===== src/hdl/mptb_pkg.sv =====
// Purpose: Shared constants for the motor PWM time base
// Assumes: 16-bit register port, 10 MHz instruction clock
// Notes:   Register indices are word addresses on the plain port
package mptb_pkg;
	localparam int MPTB_AW            = 2;
	localparam int MPTB_DW            = 16;
	localparam int MPTB_CW            = 15;
	// Register addresses
	localparam logic [1:0] MPTB_ADR_CTRL = 2'h0;
	localparam logic [1:0] MPTB_ADR_CNT  = 2'h1;
	localparam logic [1:0] MPTB_ADR_PER  = 2'h2;
	localparam logic [1:0] MPTB_ADR_OUT  = 2'h3;
	// Control, counter and output register fields
	localparam int MPTB_EN_BIT        = 15;
	localparam int MPTB_OPS_LSB       = 4;
	localparam int MPTB_CKPS_LSB      = 2;
	localparam int MPTB_MOD_LSB       = 0;
	localparam int MPTB_DIR_BIT       = 15;
	localparam int MPTB_CMP_BIT       = 0;
	localparam int MPTB_POL_BIT       = 1;
	// Reset values
	localparam logic [14:0] MPTB_PER_RST = 15'h0000;
	// Mode encodings
	typedef enum logic [1:0] {
		MPTB_FREE = 2'h0,
		MPTB_SHOT = 2'h1,
		MPTB_UPDN = 2'h2,
		MPTB_DBL  = 2'h3
	} mptb_mode_e;
	// Prescale terminal counts for the ratios 1, 4, 16, 64
	localparam logic [5:0] MPTB_PRE_1  = 6'h00;
	localparam logic [5:0] MPTB_PRE_4  = 6'h03;
	localparam logic [5:0] MPTB_PRE_16 = 6'h0F;
	localparam logic [5:0] MPTB_PRE_64 = 6'h3F;
endpackage


===== src/hdl/mptb_time_base.sv =====
// Purpose: Motor PWM time base with prescaler, postscaler, buffered period
// Assumes: Plain register port, reads answered one cycle later
// Notes:   Counter clock is the instruction clock i_ref_clk (oscillator/4)
`timescale 1ns/1ns
module mptb_time_base
	import mptb_pkg::*;
(
	input  wire logic                   i_ref_clk,
	input  wire logic                   i_rstn,
	input  wire logic [MPTB_AW-1:0]     i_addr,
	input  wire logic [MPTB_DW-1:0]     i_wdata,
	input  wire logic                   i_wr,
	input  wire logic                   i_rd,
	input  wire logic                   i_high_side_drive,
	output logic      [MPTB_DW-1:0]     o_rdata,
	output logic                        o_event,
	output logic      [MPTB_CW-1:0]     o_time_base_counter,
	output logic                        o_count_direction_flag,
	output logic                        o_high_side_output,
	output logic                        o_low_side_output
);
	logic                    time_base_enable;
	mptb_mode_e              time_base_mode_select;
	logic [3:0]              postscale_select;
	logic [1:0]              prescale_select;
	logic [MPTB_CW-1:0]      cnt;
	logic                    dir;
	logic [MPTB_CW-1:0]      period_register;
	logic [MPTB_CW-1:0]      period_buffer;
	logic [3:0]              post_cnt;
	logic                    comp_en;
	logic                    hs_meta;
	logic                    hs_sync;
	logic                    tick;
	logic                    wr_ctrl;
	logic                    wr_cnt;
	logic                    wr_per;
	logic                    running;
	logic                    at_match;
	logic                    at_zero;
	logic                    ev_raw;
	logic                    ev_scaled;
	logic                    scaled_mode;

	// Elaboration check: the counter logic serves a 15-bit width only
	if (MPTB_CW != 15) begin : g_cw_check
		$error("Counter width must be 15");
	end

	// Write decode
	assign wr_ctrl = i_wr && (i_addr == MPTB_ADR_CTRL);
	assign wr_cnt  = i_wr && (i_addr == MPTB_ADR_CNT);
	assign wr_per  = i_wr && (i_addr == MPTB_ADR_PER);

	// Prescaler clears on counter or control writes
	mptb_prescale u_pre (
		.i_ref_clk (i_ref_clk),
		.i_rstn    (i_rstn),
		.i_clr     (wr_ctrl || wr_cnt),
		.i_sel     (prescale_select),
		.o_tick    (tick)
	);

	// Count conditions; zero period freezes counter, direction and events
	assign running  = time_base_enable && (period_register != 15'h0000);
	assign at_match = (cnt == period_register);
	assign at_zero  = (cnt == 15'h0000);

	// Raw event per mode, only on an actual count step
	always_comb begin
		ev_raw      = 1'b0;
		scaled_mode = 1'b0;
		if (running && tick && !wr_cnt) begin
			case (time_base_mode_select)
				MPTB_FREE: begin
					ev_raw      = at_match;
					scaled_mode = 1'b1;
				end
				MPTB_SHOT: ev_raw = at_match;
				MPTB_UPDN: begin
					ev_raw      = at_zero && dir;
					scaled_mode = 1'b1;
				end
				MPTB_DBL: ev_raw = (at_zero && dir) || (at_match && !dir);
				default: ev_raw = 1'b0;
			endcase
		end
	end

	assign ev_scaled = ev_raw && (!scaled_mode || (post_cnt == postscale_select));

	// Control register, enable self-clears in single-shot
	always_ff @(posedge i_ref_clk or negedge i_rstn) begin
		if (!i_rstn) begin
			time_base_enable      <= 1'b0;
			time_base_mode_select <= MPTB_FREE;
			postscale_select      <= 4'h0;
			prescale_select       <= 2'h0;
		end else if (wr_ctrl) begin
			time_base_enable      <= i_wdata[MPTB_EN_BIT];
			time_base_mode_select <= mptb_mode_e'(i_wdata[MPTB_MOD_LSB +: 2]);
			postscale_select      <= i_wdata[MPTB_OPS_LSB +: 4];
			prescale_select       <= i_wdata[MPTB_CKPS_LSB +: 2];
		end else if (running && tick && !wr_cnt && at_match && time_base_mode_select == MPTB_SHOT) begin
			time_base_enable <= 1'b0;
		end
	end

	// Counter and direction; up/down holds each turning value for one step
	// so that the full period is twice the single-direction count
	always_ff @(posedge i_ref_clk or negedge i_rstn) begin
		if (!i_rstn) begin
			cnt <= 15'h0000;
			dir <= 1'b0;
		end else if (wr_cnt) begin
			cnt <= i_wdata[MPTB_CW-1:0];
		end else if (running && tick) begin
			if (time_base_mode_select == MPTB_FREE || time_base_mode_select == MPTB_SHOT) begin
				dir <= 1'b0;
				cnt <= at_match ? 15'h0000 : cnt + 15'h0001;
			end else if (!dir) begin
				if (at_match) begin
					dir <= 1'b1;
				end else begin
					cnt <= cnt + 15'h0001;
				end
			end else if (at_zero) begin
				dir <= 1'b0;
			end else begin
				cnt <= cnt - 15'h0001;
			end
		end
	end

	// Postscaler counter
	always_ff @(posedge i_ref_clk or negedge i_rstn) begin
		if (!i_rstn)
			post_cnt <= 4'h0;
		else if (wr_ctrl || wr_cnt)
			post_cnt <= 4'h0;
		else if (ev_raw && scaled_mode)
			post_cnt <= (post_cnt == postscale_select) ? 4'h0 : post_cnt + 4'h1;
	end

	// Period buffer and active period
	always_ff @(posedge i_ref_clk or negedge i_rstn) begin
		if (!i_rstn) begin
			period_buffer   <= MPTB_PER_RST;
			period_register <= MPTB_PER_RST;
		end else begin
			if (wr_per)
				period_buffer <= i_wdata[MPTB_CW-1:0];
			if (!time_base_enable)
				period_register <= period_buffer;
			else if (running && tick && !wr_cnt) begin
				if ((time_base_mode_select == MPTB_FREE || time_base_mode_select == MPTB_SHOT) && at_match)
					period_register <= period_buffer;
				else if (time_base_mode_select[1] && at_zero)
					period_register <= period_buffer;
			end
		end
	end

	// Output control register
	always_ff @(posedge i_ref_clk or negedge i_rstn) begin
		if (!i_rstn)
			comp_en <= 1'b1;
		else if (i_wr && i_addr == MPTB_ADR_OUT)
			comp_en <= i_wdata[MPTB_CMP_BIT];
	end

	// High-side drive synchroniser
	always_ff @(posedge i_ref_clk or negedge i_rstn) begin
		if (!i_rstn) begin
			hs_meta <= 1'b0;
			hs_sync <= 1'b0;
		end else begin
			hs_meta <= i_high_side_drive;
			hs_sync <= hs_meta;
		end
	end

	// Registered outputs
	always_ff @(posedge i_ref_clk or negedge i_rstn) begin
		if (!i_rstn) begin
			o_event                <= 1'b0;
			o_time_base_counter    <= 15'h0000;
			o_count_direction_flag <= 1'b0;
			o_high_side_output     <= 1'b0;
			o_low_side_output      <= 1'b0;
		end else begin
			o_event                <= ev_scaled;
			o_time_base_counter    <= cnt;
			o_count_direction_flag <= dir;
			o_high_side_output     <= hs_sync;
			o_low_side_output      <= comp_en ? !hs_sync : 1'b0;
		end
	end

	// Read data, valid the cycle after the strobe
	always_ff @(posedge i_ref_clk or negedge i_rstn) begin
		if (!i_rstn)
			o_rdata <= 16'h0000;
		else if (i_rd) begin
			case (i_addr)
				MPTB_ADR_CTRL: o_rdata <= {time_base_enable, 7'h00, postscale_select,
					prescale_select, time_base_mode_select};
				MPTB_ADR_CNT:  o_rdata <= {dir, cnt};
				MPTB_ADR_PER:  o_rdata <= {1'b0, period_buffer};
				MPTB_ADR_OUT:  o_rdata <= {15'h0000, comp_en};
				default:       o_rdata <= 16'h0000;
			endcase
		end else
			o_rdata <= 16'h0000;
	end

	// Single-shot clears its own enable one cycle after the match step
	property p_shot_clear;
		@(posedge i_ref_clk) disable iff (!i_rstn)
		(running && tick && !i_wr && at_match && time_base_mode_select == MPTB_SHOT)
			|=> (!time_base_enable && cnt == 15'h0000);
	endproperty
	a_shot_clear: assert property (p_shot_clear) else $error("single-shot did not halt");

	// Zero period freezes the counter
	property p_zero_stop;
		@(posedge i_ref_clk) disable iff (!i_rstn)
		(period_register == 15'h0000 && !i_wr) |=> $stable(cnt);
	endproperty
	a_zero_stop: assert property (p_zero_stop) else $error("counter moved with zero period");

	// Disabled counter holds its value
	property p_hold;
		@(posedge i_ref_clk) disable iff (!i_rstn)
		(!time_base_enable && !i_wr) |=> $stable(cnt);
	endproperty
	a_hold: assert property (p_hold) else $error("counter moved while disabled");

	// Up/down turns at match
	property p_turn;
		@(posedge i_ref_clk) disable iff (!i_rstn)
		(running && tick && !i_wr && time_base_mode_select[1] && !dir && at_match)
			|=> (dir && $stable(cnt));
	endproperty
	a_turn: assert property (p_turn) else $error("no reversal at match");

	// Low side complements high side once the enable has stood two cycles
	property p_comp;
		@(posedge i_ref_clk) disable iff (!i_rstn)
		comp_en ##1 comp_en |=> (o_low_side_output != o_high_side_output);
	endproperty
	a_comp: assert property (p_comp) else $error("outputs not complementary");

	// Up/down holds zero for one step while turning upward
	property p_bottom;
		@(posedge i_ref_clk) disable iff (!i_rstn)
		(running && tick && !i_wr && time_base_mode_select[1] && dir && at_zero)
			|=> (!dir && cnt == 15'h0000);
	endproperty
	a_bottom: assert property (p_bottom) else $error("no upward turn at zero");

	// Free mode wraps to zero after a match and keeps running
	property p_free_wrap;
		@(posedge i_ref_clk) disable iff (!i_rstn)
		(running && tick && !i_wr && at_match && time_base_mode_select == MPTB_FREE)
			|=> (cnt == 15'h0000 && time_base_enable);
	endproperty
	a_free_wrap: assert property (p_free_wrap) else $error("free mode did not wrap");

	// Free and single-shot modes only count upward
	property p_up_only;
		@(posedge i_ref_clk) disable iff (!i_rstn)
		(running && tick && !i_wr && !time_base_mode_select[1]) |=> !dir;
	endproperty
	a_up_only: assert property (p_up_only) else $error("edge mode counted down");

	// Disabled time base copies the buffered period
	property p_idle_reload;
		@(posedge i_ref_clk) disable iff (!i_rstn)
		(!time_base_enable && !i_wr) |=> (period_register == $past(period_buffer));
	endproperty
	a_idle_reload: assert property (p_idle_reload) else $error("no reload while disabled");

	// Edge modes take the buffered period at the match step
	property p_match_load;
		@(posedge i_ref_clk) disable iff (!i_rstn)
		(running && tick && !i_wr && !time_base_mode_select[1] && at_match)
			|=> (period_register == $past(period_buffer));
	endproperty
	a_match_load: assert property (p_match_load) else $error("no reload at match");

	// Single-shot match gives an event in the next cycle
	property p_shot_event;
		@(posedge i_ref_clk) disable iff (!i_rstn)
		(running && tick && !i_wr && at_match && time_base_mode_select == MPTB_SHOT) |=> o_event;
	endproperty
	a_shot_event: assert property (p_shot_event) else $error("single-shot event missing");

	// Double-update match while counting up gives an unscaled event
	property p_dbl_event;
		@(posedge i_ref_clk) disable iff (!i_rstn)
		(running && tick && !i_wr && at_match && !dir && time_base_mode_select == MPTB_DBL)
			|=> o_event;
	endproperty
	a_dbl_event: assert property (p_dbl_event) else $error("double-update event missing");

	// Zero period never raises an event
	property p_zero_quiet;
		@(posedge i_ref_clk) disable iff (!i_rstn)
		(period_register == 15'h0000) |=> !o_event;
	endproperty
	a_zero_quiet: assert property (p_zero_quiet) else $error("event with zero period");

	// Counter or control write clears the postscaler
	property p_post_clear;
		@(posedge i_ref_clk) disable iff (!i_rstn)
		(i_wr && (i_addr == MPTB_ADR_CTRL || i_addr == MPTB_ADR_CNT)) |=> (post_cnt == 4'h0);
	endproperty
	a_post_clear: assert property (p_post_clear) else $error("postscaler not cleared");

	// Control write alone leaves the counter untouched
	property p_ctrl_keep;
		@(posedge i_ref_clk) disable iff (!i_rstn)
		(wr_ctrl && !(running && tick)) |=> $stable(cnt);
	endproperty
	a_ctrl_keep: assert property (p_ctrl_keep) else $error("control write moved counter");
endmodule // mptb_time_base


===== src/hdl/mptb_prescale.sv =====
// Purpose: Input-clock prescaler giving a one-cycle count enable
// Assumes: Same clock as the time base
// Notes:   Synchronous clear restarts the division
`timescale 1ns/1ns
module mptb_prescale
	import mptb_pkg::*;
(
	input  wire logic       i_ref_clk,
	input  wire logic       i_rstn,
	input  wire logic       i_clr,
	input  wire logic [1:0] i_sel,
	output logic            o_tick
);
	logic [5:0] cnt;
	logic [5:0] lim;

	// Terminal count per ratio
	always_comb begin
		case (i_sel)
			2'h0: lim = MPTB_PRE_1;
			2'h1: lim = MPTB_PRE_4;
			2'h2: lim = MPTB_PRE_16;
			default: lim = MPTB_PRE_64;
		endcase
	end

	// Divider counter, cleared on request
	always_ff @(posedge i_ref_clk or negedge i_rstn) begin
		if (!i_rstn) begin
			cnt    <= 6'h00;
			o_tick <= 1'b0;
		end else if (i_clr) begin
			cnt    <= 6'h00;
			o_tick <= 1'b0;
		end else if (cnt >= lim) begin
			cnt    <= 6'h00;
			o_tick <= 1'b1;
		end else begin
			cnt    <= cnt + 6'h01;
			o_tick <= 1'b0;
		end
	end
endmodule // mptb_prescale


===== config.mk =====
export PLATFORM = sky130hd
export DESIGN_NAME = mptb_time_base
export DESIGN_NICKNAME = d
export VERILOG_FILES = /design/src/hdl/mptb_pkg.sv /design/src/hdl/mptb_time_base.sv /design/src/hdl/mptb_prescale.sv
export SDC_FILE = /design/constraint.sdc
export NUM_CORES = 1
export LEC_CHECK = 0
export BUFFER_PORTS_ARGS = -buffer_cell sky130_fd_sc_hd__buf_2
export CAP_MARGIN = 25
export CORE_MARGIN = 2
export CORE_UTILIZATION = 40
export CTS_CLUSTER_DIAMETER = 40
export DETAILED_ROUTE_END_ITERATION = 6
export SYNTH_ARGS = -nofsm -noshare
export SYNTH_HDL_FRONTEND = slang
export SYNTH_SLANG_ARGS = --single-unit
export TNS_END_PERCENT = 30

===== constraint.sdc =====
create_clock -name i_ref_clk -period 3.6 [get_ports i_ref_clk]
set_input_delay 0.18 -clock i_ref_clk [delete_from_list [all_inputs] [get_ports i_ref_clk]]
set_output_delay 0.18 -clock i_ref_clk [all_outputs]
set_load 0.05 [all_outputs]

==> results of run 1 <==
[through the flow]
stage / worst slack [ns] / total power (W) / utilization / hold WS (ns) / cells
floorplan: 0.697 / 0.00299 / - / -0.116 / 490
global placement: 0.588 / 0.00339 / 0.441 / 0.288 / 702
CTS: 0.503 / 0.00449 / 0.465 / 0.0274 / 719
global route: 0.360 / 0.00472 / 0.469 / 0.0322 / 723
detailed placement: 0.524 / 0.00342 / 0.441 / 0.291 / 702
finish: 0.507 / 0.00447 / 0.469 / 0.0351 / 723
[state kept, by name, indices dropped and copies added, names as in the netlist]
| name | flops |
|---|---|
| o_rdata | 16 |
| cnt | 15 |
| o_time_base_counter | 15 |
| period_buffer | 15 |
| period_register | 15 |
| u_pre.cnt | 6 |
| post_cnt | 4 |
| postscale_select | 4 |
| prescale_select | 2 |
| time_base_mode_select | 2 |
| comp_en | 1 |
| dir | 1 |
| hs_meta | 1 |
| hs_sync | 1 |
| o_count_direction_flag | 1 |
| o_event | 1 |
| o_high_side_output | 1 |
| o_low_side_output | 1 |
| time_base_enable | 1 |
| u_pre.o_tick | 1 |
[metal layers]
metal | track usage | vias to the layer above | routed length, µm
met5 | 0 | - | 0
met4 | 0.0735 | 0 | 368
met3 | 0.0409 | 29 | 819
met2 | 0.317 | 143 | 6610
met1 | 0.290 | 2045 | 6290
li1 | - | 1870 | -
[area by class of cell]
type / count / area [µm²] / area share
Sequential cell: 104 / 2600 / 0.421
Multi-Input combinational cell: 339 / 2560 / 0.414
Timing Repair Buffer: 73 / 430 / 0.0696
Clock buffer: 13 / 250 / 0.0404
Tap cell: 176 / 220 / 0.0356
Clock inverter: 3 / 65.1 / 0.0105
Inverter: 15 / 56.3 / 0.00910
[power breakdown]
group | switching (W) | leakage (nW) | total [W] | internal (W)
logic | 0.000917 | 1.29 | 0.00154 | 0.000619
clock network | 0.000424 | 0.154 | 0.00105 | 0.000628
registers | 0.000422 | 1.29 | 0.00189 | 0.00146
total | 0.00176 | 2.74 | 0.00447 | 0.00271
[logic make-up (layout without fill, tap and decap cells)]
group / Yosys count / in the layout / share of synthesized area
AND/OR/NAND/NOR: 152 / 152 / 0.158
flip-flops: 104 / 104 / 0.485
multiplexers: 46 / 46 / 0.103
buffers and inverters: 47 / 104 / 0.0386
adder cells (fa/ha/maj): 10 / 10 / 0.0233
XOR/XNOR: 38 / 38 / 0.0619
AO/OA/AOI/OAI: 93 / 93 / 0.130
[how the worst min path moves through the flow]
| stage | startpoint | end | slack (ns) | cells after the start |
|---|---|---|---|---|
| 4_1_cts | i_wdata[15] | time_base_enable$_DFFE_PN0P_ | 0.03 | 3 |
| 2_1_floorplan | i_rstn | cnt[0]$_DFFE_PN0P_ | -0.12 | 0 |
| 3_5_place_dp | i_high_side_drive | hs_meta$_DFF_PN0_ | 0.29 | 1 |
| 5_1_grt | i_wdata[15] | time_base_enable$_DFFE_PN0P_ | 0.03 | 3 |
| 6_report | i_wdata[15] | time_base_enable$_DFFE_PN0P_ | 0.04 | 3 |
| 3_3_place_gp | i_high_side_drive | hs_meta$_DFF_PN0_ | 0.29 | 1 |
[worst reg2reg max path, stage by stage, from the launching register on]
cell	delay [ns]
dfrtp_1	0.51
inv_1	0.11
ha_1	0.17
or4b_4	0.51
or4_4	0.58
nor4_4	0.20
a21oi_2	0.11
o21ai_4	0.13
buf_4	0.28
mux2_2	0.37
[repair_timing]
action / in CTS / in global routing
hold buffers: 1 / 1
hold endpoints to repair: 1 / 24
endpoints found under the setup margin: 0 / 0
[cells in the final DEF (no fill, tap or decap), types with 3 or more instances in the layout]
master / n
a211oi_1: 3
a21o_1: 3
a21oi_1: 9
a221o_1: 7
a22oi_1: 9
a31oi_1: 4
and2_1: 11
and3_1: 3
buf_2: 56
buf_4: 13
clkbuf_1: 3
clkbuf_16: 9
dfrtp_1: 103
ha_1: 10
inv_1: 15
mux2_2: 26
mux2_4: 10
mux2i_1: 9
nand2_1: 29
nand3_1: 15
nand3b_1: 3
nand4_1: 5
nor2_1: 28
nor2b_1: 14
nor3_1: 9
nor4_1: 10
o211ai_1: 6
o21ai_0: 18
o221a_2: 3
o2bb2ai_1: 3
o31ai_1: 5
or2_2: 3
or3_1: 5
or4_1: 4
xnor2_1: 24
xor2_1: 14
==> out/qor.yml, run 1 <==
max_stage_delay_ns: 0.58
cts_made_buffers: 9
end_kind: "flip-flop"
routed-via-count: 4087
vias_per_cell: 5.65
drt_first_pass_iters: 5
dieWidth_um: 120
clockRootBuffer: "clkbuf_16"
reg2reg_depth: 9
ys_seq_area_frac: 0.485
setup_tns_ns: 0
yosys.area.top_type: "dfrtp_1"
grt_pass1_vias: 4088
cts_resized: 0
worst-path-buf-inv: 2
ir_drop_uv: 237
placed_area_um2: 5810
period_share: 0.859
route.detailed.drc: 0
port_buffers: 57
synthCells: 490
setup-violations-final: 0
cts_tree: "done"
async_flop_share: 1.00
critPathLaunchType: "flip-flop"
power_density_nw_per_um2: 723
core_um2: 13200
die-area_um2: 14400
rsz0062_at_grt: "false"
path_depth: 9
wirelength_mm: 14.1
synth-seq-cells: 104
crit_chain: "inv_1 > ha_1 > or4b_4 > or4_4 > nor4_4 > a21oi_2 > o21ai_4 > buf_4 > mux2_2"
worstPathRequired_ns: 3.84
status: "complete, no violations"
start_util: 0.407
max-slew-margin-rel: 0.352
synth_flop_cell: "dfrtp_1"
synth.cell_area_um2: 5370
antenna_found_initial: 0
grt_pass1_wl_mm: 22.9
reg2reg_from: "cnt[0]$_DFFE_PN0P_"
avgSynthCellArea_um2: 11.0
netlist_top_cells_count: "103 x dfrtp_1, 29 x nand2_1, 28 x nor2_1, 26 x mux2_2, 24 x xnor2_1"
area_growth_pct: 15.2
clock.fmax_mhz: 323
critical_path_class: "flip-flop to flip-flop"
synth.distinct_cells: 67
fin_crit_ns: 3.09
power.leakage_nw: 2.74
crit_family: "simple AND/OR/NAND/NOR gates"
drive_above_1_share: 0.254
min_path_type: "input port to flip-flop"
std_cell_rows: 42
reg2reg_slack_ns: 0.51
synth_edf_count: 0
antenna_cells: 0
timing.rr.end: "period_register[14]$_DFFE_PN0P_"
max_cap_viol_count: 0
num-nets-final: 575
startpoint: "cnt[0]$_DFFE_PN0P_"
critPathMaxFanout: 15
routedWlPerCell_um: 19.5
cp_slowest_cell: "or4_4"
clk_pin_slew_ns: 0.07
cts_sinks: 104
yosysWarnings: 0
maxSlewViolCount: 0
io_pins: 58
fin_skew_ns: 0.00714
grt.total_usage: 0.206
clock_latency_ns: 0.36
drt_iter0_markers: 360
synth_area_leaders: "dfrtp_1 48%, mux2_2 5.4%, xnor2_1 3.9%, mux2_4 2.8%, ha_1 2.3%"
worst_pin_slew_ns: 0.964
syn-num-nets: 523
postCtsSetupBuffers: 0
dp_hpwl_mm: 9.92
clock_path_buffers: 2
overflow: 0
crit_arrival_ns: 3.33
cts_max_level: 3
final_cell_area_um2: 6190
setup.worst_path.end: "period_register[14]$_DFFE_PN0P_"
ant_nets: 0
die_y_um: 120
grt_max_degree: 81
nFillCells: 1251
synth_top_area_frac: 0.480
hold_viol_final: 0
yosysMostFrequentCell: "dfrtp_1"
place_congestion: 0.913
Power figures use the tool's default switching activity.
==> run 2: changes to the inputs <==
- clock period: 3.6 -> 3.25 ns (I/O delays scaled with it)
==> out/qor.yml, run 2 (synthesized netlist as in run 1, its figures left out) <==
clock_latency_ns: 0.36
post-place-cells: 715
cp_slowest_cell: "or4_4"
worst-path-buf-inv: 2
clock_path_buffers: 2
setup_tns_ns: 0
drt_iter0_markers: 323
place_congestion: 0.903
grt_max_degree: 61
setup-violations-final: 0
hold_path_depth: 3
maxSlewViolCount: 0
end_kind: "flip-flop"
cts_made_buffers: 9
largest_reg_flops: 16
dp_hpwl_mm: 10.1
min_path_type: "input port to flip-flop"
hold_viol_final: 0
reg2reg_from: "cnt[1]$_DFFE_PN0P_"
routed-via-count: 4136
cts_sinks: 104
max_cap_viol_count: 0
route.detailed.drc: 0
std_cell_rows: 42
crit_arrival_ns: 3.11
worst_pin_slew_ns: 0.986
cts_resized: 0
ir_drop_uv: 295
clockRootBuffer: "clkbuf_16"
fin_crit_ns: 2.87
port_buffers: 57
final_common_cell: "dfrtp_1"
min-delay-start: "i_wdata[15]"
crit_chain: "inv_1 > ha_1 > or4b_4 > or4_4 > nor4_4 > a21oi_2 > o21ai_4 > buf_4 > mux2_2"
startpoint: "cnt[1]$_DFFE_PN0P_"
antenna_cells: 0
seqCellArea_um2: 2600
critPathMaxFanout: 15
max_stage_delay_ns: 0.58
drive_above_1_share: 0.269
clk_pin_slew_ns: 0.08
postCtsHoldBufs: 2
final_cell_count_no_fill: 733
cts_tree: "done"
multi_input_area_um2: 2560
cts_max_level: 3
grt_pass1_wl_mm: 23.0
overflow: 0
fin_skew_ns: 0.0130
largest_register: "o_rdata"
num-nets-final: 585
status: "complete, no violations"
whs_ns: 0.00710
holdPathEnd: "time_base_enable$_DFFE_PN0P_"
final_cell_mix: "103 x dfrtp_1, 56 x buf_2, 29 x nand2_1, 28 x nor2_1, 26 x mux2_2"
worstPathRequired_ns: 3.49
grt.total_usage: 0.210
crit_family: "simple AND/OR/NAND/NOR gates"
dieWidth_um: 120
power_density_nw_per_um2: 790
nFillCells: 1276
max-slew-margin-rel: 0.336
rsz0062_at_grt: "false"
clock.fmax_mhz: 348
reg2reg_depth: 9
postCtsSetupBuffers: 0
critical_path_class: "flip-flop to flip-flop"
drt_first_pass_iters: 5
antenna_found_initial: 0
io_pins: 58
core_um2: 13200
timing.rr.end: "period_register[14]$_DFFE_PN0P_"
critPathLaunchType: "flip-flop"
period_share: 0.883
start_util: 0.407
routedWlPerCell_um: 19.4
power.leakage_nw: 2.75
vias_per_cell: 5.64
path_depth: 9
grt_pass1_vias: 4223
p_total_w: 0.00490
die_y_um: 120
wirelength_mm: 14.2
die-area_um2: 14400
reg2reg_slack_ns: 0.38
ant_nets: 0
area_growth_pct: 15.5
-- run 2: cell types whose count changed in the layout (fill, tap and decap cells not counted), sizes merged --
cell      delta
clkinvlp     +4
clkbuf       -2
clkinv       -1
bufinv       -2
buf         +11
-- run 2: area by class of cell --
type / count / share of cell area
Sequential cell: 104 / 0.419
Inverter: 15 / 0.00907
Multi-Input combinational cell: 339 / 0.413
Clock buffer: 12 / 0.0397
Clock inverter: 4 / 0.00484
Timing Repair Buffer: 83 / 0.0786
Tap cell: 176 / 0.0355
-- run 2: power by group --
part | internal [W] | switching (W) | total, W
clock | 0.000541 | 0.000487 | 0.00103
combinational | 0.000758 | 0.00124 | 0.00200
sequential | 0.00162 | 0.000258 | 0.00188
-- run 2: routing by layer --
metal,track usage,part of all wire
met5,0,0
met4,0.0882,0.024
met3,0.0456,0.059
met2,0.323,0.47
met1,0.287,0.45
-- run 2: worst reg2reg max path: stages (launching register included) --
cell and delay [ns]:
dfrtp_1 0.38, inv_1 0.05, ha_1 0.15, or4b_4 0.51, or4_4 0.58, nor4_4 0.19, a21oi_2 0.11, o21ai_4 0.13
buf_4 0.28, mux2_2 0.37
-- run 2: stage by stage --
step,area (µm²),setup slack (ns),util
6_report,6210,0.379,0.471
3_3_place_gp,5910,0.419,0.448
5_1_grt,6210,0.173,0.471
3_5_place_dp,5910,0.379,0.448
4_1_cts,6210,0.372,0.471
2_1_floorplan,5370,0.347,-
-- run 2: worst max-delay path by stage --
| stage | endpoint | slack (ns) |
|---|---|---|
| floorplan | period_register[10]$_DFFE_PN0P_ | 0.35 |
| global placement | period_register[14]$_DFFE_PN0P_ | 0.42 |
| detailed placement | period_register[2]$_DFFE_PN0P_ | 0.38 |
| CTS | period_register[2]$_DFFE_PN0P_ | 0.37 |
| global route | cnt[11]$_DFFE_PN0P_ | 0.17 |
| finish | period_register[14]$_DFFE_PN0P_ | 0.38 |
